**src/hw/tick_defines.svh**
```systemverilog
`ifndef TICK_DEFINES_SVH
`define TICK_DEFINES_SVH

// ------------------------------------------------------------
// Register byte offsets
// ------------------------------------------------------------
`define ADDR_W 12
`define OFS_PRESCALER_CONTROL 12'h000
`define OFS_TICK_CONTROL 12'h004
`define OFS_IRQ_CONTROL 12'h008
`define OFS_EVENT_STATUS 12'h00c
`define OFS_EVENT_MASK 12'h010

// ------------------------------------------------------------
// Field positions
// ------------------------------------------------------------
`define BIT_PRESCALER_CLOCK_ENABLE 2
`define BIT_SRC_HI 1
`define BIT_SRC_LO 0
`define BIT_TICK_TIMER_ENABLE 7
`define BIT_PERIOD_HI 2
`define BIT_PERIOD_LO 0
`define BIT_TICK_PENDING_FLAG 5
`define BIT_TICK_IRQ_ENABLE 2
`define BIT_GLOBAL_IRQ_ENABLE 0
`define EV_OVERFLOW 0
`define EV_VECTOR_CALL 1
`define EV_WAKE 2
`define EV_W 3

// ------------------------------------------------------------
// Codes, reset values and counts
// ------------------------------------------------------------
`define SRC_SYSTEM_CLOCK 2'h0
`define SRC_SYSTEM_CLOCK_DIV4 2'h1
`define DIV4_LAST 2'h3
`define DIV4_STEP 2'h1
`define DIV_W 11
`define DIV_ALL_ONES 11'h7ff
`define DIV_STEP 11'h001
`define PERIOD_MAX 3'h7
`define VECTOR_W 12
`define TICK_VECTOR_ADDR 12'h008
`define BYTE_RESET 8'h00
`define WORD_ZERO 32'h0000_0000

`endif

```
**src/hw/tick_pkg.sv**
```systemverilog
package tick_pkg;
`include "tick_defines.svh"

	// ------------------------------------------------------------
	// Core-facing call request
	// ------------------------------------------------------------
	typedef struct packed
	{
		logic call;
		logic [`VECTOR_W-1:0] vector;
	} core_call_t;

	// ------------------------------------------------------------
	// Whole state of the block
	// ------------------------------------------------------------
	typedef struct packed
	{
		logic prescaler_clock_enable;
		logic [1:0] prescaler_source_select;
		logic tick_timer_enable;
		logic [2:0] tick_period_select;
		logic tick_pending_flag;
		logic tick_irq_enable;
		logic global_irq_enable;
		logic [`EV_W-1:0] event_status;
		logic [`EV_W-1:0] event_mask;
		logic [`DIV_W-1:0] divider;
		logic [1:0] div4;
		logic sub_s1;
		logic sub_s2;
		logic sub_s3;
		logic [31:0] prdata;
		logic slverr;
		logic wake;
		core_call_t core;
	} tick_state_t;
endpackage

```
**src/hw/periodic_tick_interrupt.sv**
```systemverilog
// Function
// - Taken tick loads vector address 008H
// - Every divider overflow sets tick pending flag
// - Branch needs global and tick enables set
// - Call also needs stack not full
// - Service clears pending flag and global enable
// - Source select: system, system/4, sub clock
// - Prescaler enable gates prescaler clock
// - Timer enable starts and stops divider
// - Interval is two to (4+select) cycles
// - Pending flag rise wakes, enables ignored
// - Pending flag holds until serviced or cleared
// - Entry pushes only program counter
// - Return-from-irq sets global enable again
// - Unimplemented control bits read zero
// - Pending bit5, tick enable bit2, global bit0
`timescale 1ns/1ns
`default_nettype none

module periodic_tick_interrupt
	import tick_pkg::*;
(
	input wire logic pclk,
	input wire logic presetn,
	input wire logic psel,
	input wire logic penable,
	input wire logic pwrite,
	input wire logic [`ADDR_W-1:0] paddr,
	input wire logic [31:0] pwdata,
	output logic [31:0] prdata,
	output logic pready,
	output logic pslverr,
	input wire logic sub_clock,
	input wire logic stack_full,
	input wire logic return_from_irq,
	output core_call_t core,
	output logic tick_pending_flag,
	output logic global_irq_enable,
	output logic wake_request,
	output logic irq
);

	// ------------------------------------------------------------
	// State registers
	// ------------------------------------------------------------
	tick_state_t s;
	tick_state_t next_s;

	logic setup;
	logic access;
	logic sub_rise;
	logic prescaler_clock;
	logic overflow;
	logic take;
	logic [`DIV_W-1:0] period_mask;
	logic [7:0] rd_byte;
	logic [`EV_W-1:0] ev;
	logic [`EV_W-1:0] ev_clear;

	always_comb
	begin
		next_s = s;
		next_s.core.call = 1'b0;
		next_s.wake = 1'b0;
		setup = psel & ~penable;
		access = psel & penable;
		ev_clear = '0;
		rd_byte = `BYTE_RESET;

		// ------------------------------------------------------------
		// Sub clock synchroniser
		// ------------------------------------------------------------
		next_s.sub_s1 = sub_clock;
		next_s.sub_s2 = s.sub_s1;
		next_s.sub_s3 = s.sub_s2;
		sub_rise = s.sub_s2 & ~s.sub_s3;

		// ------------------------------------------------------------
		// Prescaler clock
		// ------------------------------------------------------------
		if (s.prescaler_clock_enable)
		begin
			next_s.div4 = s.div4 + `DIV4_STEP;
		end
		case (s.prescaler_source_select)
			`SRC_SYSTEM_CLOCK:
				prescaler_clock = 1'b1;
			`SRC_SYSTEM_CLOCK_DIV4:
				prescaler_clock = (s.div4 == `DIV4_LAST);
			default:
				prescaler_clock = sub_rise;
		endcase
		prescaler_clock = prescaler_clock & s.prescaler_clock_enable;

		// ------------------------------------------------------------
		// Tick divider
		// ------------------------------------------------------------
		period_mask = `DIV_ALL_ONES >> (`PERIOD_MAX - s.tick_period_select);
		overflow = 1'b0;
		if (!s.tick_timer_enable)
		begin
			next_s.divider = '0;
		end
		else if (prescaler_clock)
		begin
			overflow = ((s.divider & period_mask) == period_mask);
			next_s.divider = s.divider + `DIV_STEP;
		end

		// ------------------------------------------------------------
		// APB setup: capture read data
		// ------------------------------------------------------------
		if (setup)
		begin
			next_s.slverr = 1'b0;
			case (paddr)
				`OFS_PRESCALER_CONTROL:
				begin
					rd_byte[`BIT_PRESCALER_CLOCK_ENABLE] = s.prescaler_clock_enable;
					rd_byte[`BIT_SRC_HI:`BIT_SRC_LO] = s.prescaler_source_select;
				end
				`OFS_TICK_CONTROL:
				begin
					rd_byte[`BIT_TICK_TIMER_ENABLE] = s.tick_timer_enable;
					rd_byte[`BIT_PERIOD_HI:`BIT_PERIOD_LO] = s.tick_period_select;
				end
				`OFS_IRQ_CONTROL:
				begin
					rd_byte[`BIT_TICK_PENDING_FLAG] = s.tick_pending_flag;
					rd_byte[`BIT_TICK_IRQ_ENABLE] = s.tick_irq_enable;
					rd_byte[`BIT_GLOBAL_IRQ_ENABLE] = s.global_irq_enable;
				end
				`OFS_EVENT_STATUS:
					rd_byte[`EV_W-1:0] = s.event_status;
				`OFS_EVENT_MASK:
					rd_byte[`EV_W-1:0] = s.event_mask;
				default:
					next_s.slverr = 1'b1;
			endcase
			next_s.prdata = {24'h00_0000, rd_byte};
		end

		// ------------------------------------------------------------
		// APB access: writes and read side effects
		// ------------------------------------------------------------
		if (access && pwrite)
		begin
			case (paddr)
				`OFS_PRESCALER_CONTROL:
				begin
					next_s.prescaler_clock_enable = pwdata[`BIT_PRESCALER_CLOCK_ENABLE];
					next_s.prescaler_source_select = pwdata[`BIT_SRC_HI:`BIT_SRC_LO];
				end
				`OFS_TICK_CONTROL:
				begin
					next_s.tick_timer_enable = pwdata[`BIT_TICK_TIMER_ENABLE];
					next_s.tick_period_select = pwdata[`BIT_PERIOD_HI:`BIT_PERIOD_LO];
				end
				`OFS_IRQ_CONTROL:
				begin
					next_s.tick_pending_flag = pwdata[`BIT_TICK_PENDING_FLAG];
					next_s.tick_irq_enable = pwdata[`BIT_TICK_IRQ_ENABLE];
					next_s.global_irq_enable = pwdata[`BIT_GLOBAL_IRQ_ENABLE];
				end
				`OFS_EVENT_MASK:
					next_s.event_mask = pwdata[`EV_W-1:0];
				default:
				begin
				end
			endcase
		end
		if (access && !pwrite && paddr == `OFS_EVENT_STATUS && !s.slverr)
		begin
			ev_clear = s.prdata[`EV_W-1:0];
		end

		// ------------------------------------------------------------
		// Vectored call
		// ------------------------------------------------------------
		take = s.tick_pending_flag & s.tick_irq_enable & s.global_irq_enable & ~stack_full;
		if (take)
		begin
			next_s.tick_pending_flag = 1'b0;
			next_s.global_irq_enable = 1'b0;
			next_s.core.call = 1'b1;
			next_s.core.vector = `TICK_VECTOR_ADDR;
		end
		if (return_from_irq)
		begin
			next_s.global_irq_enable = 1'b1;
		end
		if (overflow)
		begin
			next_s.tick_pending_flag = 1'b1;
		end

		// ------------------------------------------------------------
		// Wake-up and event status
		// ------------------------------------------------------------
		next_s.wake = next_s.tick_pending_flag & ~s.tick_pending_flag;
		ev = '0;
		ev[`EV_OVERFLOW] = overflow;
		ev[`EV_VECTOR_CALL] = take;
		ev[`EV_WAKE] = next_s.wake;
		next_s.event_status = (s.event_status & ~ev_clear) | ev;
	end

	always_ff @(posedge pclk or negedge presetn)
	begin
		if (!presetn)
		begin
			s <= '0;
		end
		else
		begin
			s <= next_s;
		end
	end

	// ------------------------------------------------------------
	// Outputs
	// ------------------------------------------------------------
	assign prdata = s.prdata;
	assign pready = 1'b1;
	assign pslverr = s.slverr & psel & penable;
	assign core = s.core;
	assign tick_pending_flag = s.tick_pending_flag;
	assign global_irq_enable = s.global_irq_enable;
	assign wake_request = s.wake;
	assign irq = |(s.event_status & s.event_mask);

endmodule

`default_nettype wire

```
**config.mk**
```make
export PLATFORM = sky130hd
export DESIGN_NAME = periodic_tick_interrupt
export DESIGN_NICKNAME = d
export VERILOG_FILES = /design/src/hw/tick_pkg.sv /design/src/hw/periodic_tick_interrupt.sv
export VERILOG_INCLUDE_DIRS = /design/src /design/src/hw
export SDC_FILE = /design/constraint.sdc
export NUM_CORES = 1
export LEC_CHECK = 0
export BUFFER_PORTS_ARGS = -buffer_cell sky130_fd_sc_hd__buf_2
export CAP_MARGIN = 20
export CORE_ASPECT_RATIO = 0.7
export CORE_MARGIN = 10
export CORE_UTILIZATION = 50
export CTS_CLUSTER_SIZE = 20
export DETAILED_ROUTE_END_ITERATION = 10
export PLACE_DENSITY = 0.85
export SETUP_SLACK_MARGIN = 0.15
export SLEW_MARGIN = 0
export SYNTH_ARGS = -nofsm -noshare
export SYNTH_HDL_FRONTEND = slang
export SYNTH_SLANG_ARGS = --single-unit
```
**constraint.sdc**
```tcl
create_clock -name pclk -period 4.1 [get_ports pclk]
set_input_delay 0.82 -clock pclk [delete_from_list [all_inputs] [get_ports pclk]]
set_output_delay 0.82 -clock pclk [all_outputs]
set_load 0.05 [all_outputs]
```
After elaboration in Yosys (flattened, before gate mapping):

Cells that the tools add are included.

* register bits after elaboration: 41
* latch bits: 0
* memory bits (writable): 0
* ROM bits: 0
* bits of input ports: 52
* output and inout bits: 51
* word-level logic and storage cells: 86
* memories: 0

* $add $sub $neg: 3
* $mul: 0
* div/mod/pow operators: 0
* order comparisons: 0
* equality and inequality tests: 8
* shift-type cells: 1
* mux-type cells: 19
* bitwise operators: 19
* reduce and logical (&&, ||, !) cells: 17

Operators with widths (number)
* 12-bit by 4-bit == test with 1-bit output, second input constant: 2
* 11-bit 2-to-1 mux: 2
* 13-bit 2-to-1 mux: 1
* 12-bit by 3-bit == test with 1-bit output, second input constant: 1
* 12-bit by 5-bit == test with 1-bit output, second input constant: 1
* 12-bit zero test: 1
* 11-bit by 1-bit adder with 11-bit output, second input constant: 1
* 11-bit bitwise AND: 1
* 11-bit == test: 1
* 11-bit by 3-bit >> shifter with 11-bit output, first input constant: 1
* 1-bit bitwise AND: 10
* 1-bit one-hot mux with 5 select lines: 2
* 2-bit AND reduction: 5
* 1-bit 2-to-1 mux: 9
* 3-bit 2-to-1 mux: 3
* 3-bit bitwise AND: 2
* 3-bit nonzero test: 2
* 5-bit OR reduction: 1
* 1-bit logical AND: 4
* 1-bit inverter: 4
* 1-bit one-hot mux with 4 select lines: 1
* 3-bit inverter: 1
* 3-bit OR: 1
* 3-bit OR reduction: 1
* 8 further kinds: 9

Depth between registers and ports, before layout:

* word-level depth: 9
* gate-level depth with buffers: 6
* gate-level depth less buffers: 6

Least setup slack after synthesis:

OpenSTA, ideal clock, no wires.

* kind: input port to flip-flop
* start point: in paddr[9]
* end point: reg s[76] (netlist name)
* library setup time: 125 ps
* data arrival time: 2348 ps
* required time: 3975 ps
* slack: 1627 ps
* stages on the path: 5
* path buffers: 0
* path through: or4_4 > nor4_4 > nand2_2 > nor3_2 > mux2_2

* word-level cells in the longest chain between the ends: 2

Ends and longest elaborated chain
* start, declared: line periodic_tick_interrupt.sv:28 `` input wire logic [`ADDR_W-1:0] paddr, ``
* 12-bit zero test: line periodic_tick_interrupt.sv:148 `case (paddr)`
* 2-bit AND reduction (no source line)
* end signal, assigned: line periodic_tick_interrupt.sv:216 `s <= next_s;`
* end, declared: line periodic_tick_interrupt.sv:46 `tick_state_t s;`

Every way passes these cells.
A chain may end at the register's enable or synchronous reset.

Final worst setup path:

* start point: in paddr[9]
* end point: reg s[77] (netlist name)

The elaborated chain is that of the path after synthesis.

==> results_dict.tcl <==
set metrics [dict create \
    grt_overflow 0 \
    drive_gt1_frac 0.247 \
    finalNonFillerCells 318 \
    r2r-start "s[47]" \
    p_per_area_nw_per_um2 332 \
    die_w_um 102 \
    period_needed_ns 2.49 \
    setup_viol_count_final 0 \
    netSwitchingPower_uw 272 \
    postCtsSetupRepairBufs 0 \
    tns_ns 0 \
    grt_pass1_wl_mm 8.15 \
    routed_wl_mm 5.13 \
    rsz0062_at_grt "no" \
    hpwlAfterDp_mm 4.05 \
    crit_chain "buf_2 > or4_4 > nor4_4 > nand2_2 > nor3_2 > mux2_2" \
    netlist_area_um2 2340 \
    ys_ff_latch 41 \
    status "completed" \
    cts_buffers 5 \
    clk_latency_ns 0.30 \
    hold_viol 0 \
    worst_pin_slew_ns 0.866 \
    switching_share 0.331 \
    final_core_util 0.557 \
    vias 1666 \
    clk_path_buf_depth 2 \
    p_leak_nw 1.20 \
    intPower_uw 549 \
    relSlewSlack 0.422 \
    worstPathRequired_ns 4.29 \
    finClkSkew_ns 0.00438 \
    setup_ws_ns 1.61 \
    route.detailed.drc 0 \
    hold_path.class "flop to flop" \
    wl_per_cell_um 16.1 \
    crit_fanout 9 \
    hold_slack_ns 0.352 \
    criticalPathCategory "primary input to flop" \
    dieArea_um2 7870 \
    stdcell_area_um2 2470 \
    pwr-share-comb 0.160 \
    cts.htree.levels 2 \
    crit_path_max_incr_delay_ns 0.56 \
    crit_start "paddr[9]" \
    synth-seq-area-share 0.438 \
    arrival_ns 2.68 \
    post_cts_resize_count 0 \
    io_pins 103 \
    rows 20 \
    die_h_um 77.3 \
    antenna_found_initial 0 \
    final_cell_mix "41 x dfrtp_1, 39 x conb_1, 36 x buf_2" \
    critPathCaptureType "flop" \
    nets 316 \
    cts_sinks 41 \
    power_frac_clock 0.338 \
    via_per_inst 5.24 \
    grt_util_all_layers 0.128 \
    fmax_ghz 0.401 \
    ys.warnings.count 0 \
    initialDrtViolationCount 160 \
    holdBufCountCts 0 \
    diodes 0 \
    pwr-share-seq 0.501 \
    numPortBuffers 36 \
    synth_cell_types 48 \
    dr.pass1.iters 5 \
    hp-start "next_s[48]" \
    maxCapViolCount 0 \
    final_max_slew_viol_count 0 \
    total_power_uw 821 \
    grt_start_max_net_pins 42 \
    ant_nets 0 \
    peakVddDrop_uv 197 \
    synth-main-ff-cell "dfrtp_1" \
    async_flop_share 1.00 \
    place_area_um2 2370 \
    start_util 0.529 \
    dp_slack_ns 1.32 \
    area_growth_pct 5.34 \
    placed_cells 310 \
    cpMaxStageDelayCell "or4_4" \
    synth.avg_cell_area_um2 10.1 \
    clockRootBuffer "clkbuf_8" \
    grt_pass1_vias 1609 \
    mostFrequentLayoutCell "dfrtp_1" \
    cts_tree "yes" \
    syn_inst 232 \
    timing.final.crit_share 0.608 \
    fillerInstances 394 \
    design.core.area_um2 4430 \
    synth-edff-count 0 \
    start_kind "primary input" \
    clkTransAtPathRegs_ns 0.09 \
    gp_congestion 0.932 \
]
==> layer usage <==
| metal | up-vias | track usage | wire, um | part of all wire |
|---|---|---|---|---|
| met5 | - | 0 | 0 | 0 |
| met4 | 0 | 0.0253 | 34 | 0.0066 |
| met3 | 7 | 0.0421 | 461 | 0.090 |
| met2 | 56 | 0.181 | 2260 | 0.44 |
| met1 | 818 | 0.183 | 2370 | 0.46 |
| li1 | 785 | - | - | - |
==> power by group through the flow <==
stage	Combinational, mW	Clock [mW]	Sequential, mW
after floorplan	0.134	0	0.420
after global routing	0.139	0.302	0.412
after detailed placement	0.130	0	0.420
after global placement	0.129	0	0.419
after CTS	0.130	0.281	0.412
final	0.131	0.278	0.411
==> critical path: cells and delay by family <==
kind	cells	cell delay, ns
buf+inv	1	0.10
mux	1	0.38
simple gates	4	1.38
==> path summary, 6_finish.rpt <==
path | to | slack [ns] | cells past startpoint
worst max-delay path | s[77] | 1.61 | 6
worst min-delay path | next_s[47] | 0.35 | 0
worst max register to register | s[68] | 2.24 | 5
worst min register to register | next_s[47] | 0.35 | 0
max in group asynchronous | s[57] | 2.93 | 1
min in group asynchronous | s[51] | 0.63 | 1
==> cell families (layout without fill, tap and decap cells) <==
| logic type | count (synthesis) | after routing | share of synthesized area |
|---|---|---|---|
| XOR/XNOR | 10 | 10 | 0.0374 |
| flip-flops | 41 | 41 | 0.438 |
| buffers and inverters | 58 | 52 | 0.167 |
| adder cells (fa/ha/maj) | 2 | 2 | 0.0107 |
| AO/OA/AOI/OAI | 34 | 34 | 0.100 |
| multiplexers | 20 | 20 | 0.0918 |
| AND/OR/NAND/NOR | 65 | 65 | 0.152 |
| other | 2 | 39 | 0.00320 |
==> sequential cells by signal, indices dropped and copies added (netlist names) <==
signal / count
wake_request: 1
next_s: 2
s: 29
core: 2
prdata: 5
global_irq_enable: 1
tick_pending_flag: 1
==> synthesized netlist by cell type, types with 2 or more instances <==
cell type,n,area [um^2]
nor2_1,19,71.3
nor3_2,2,20.0
mux2_2,12,135
clkbuf_1,5,18.8
a21oi_1,7,35.0
a211oi_1,2,15.0
inv_1,7,26.3
nand3_1,4,20.0
ha_1,2,25.0
mux2i_1,8,80.1
and3_1,3,18.8
nand4_1,6,37.5
xor2_1,6,52.6
dfrtp_1,41,1030
a21o_1,2,15.0
nor3_1,2,10.0
or3_1,3,18.8
nand2b_1,3,18.8
xnor2_1,4,35.0
conb_1,2,7.51
nand2_1,13,48.8
buf_4,46,345
o21ai_0,6,30.0
o22ai_1,2,12.5
o32ai_1,2,17.5
==> area by class of cell <==
class                           instances  area [um^2]  share of cell area
Inverter                                7         26.3              0.0106
Timing Repair Buffer                   37          188              0.0760
Clock inverter                          3         25.0              0.0101
Clock buffer                            5         68.8              0.0279
Sequential cell                        41         1030               0.416
Tap cell                               55         68.8              0.0279
Multi-Input combinational cell        170         1070               0.432
No activity file was read; power rests on OpenSTA's default activity.
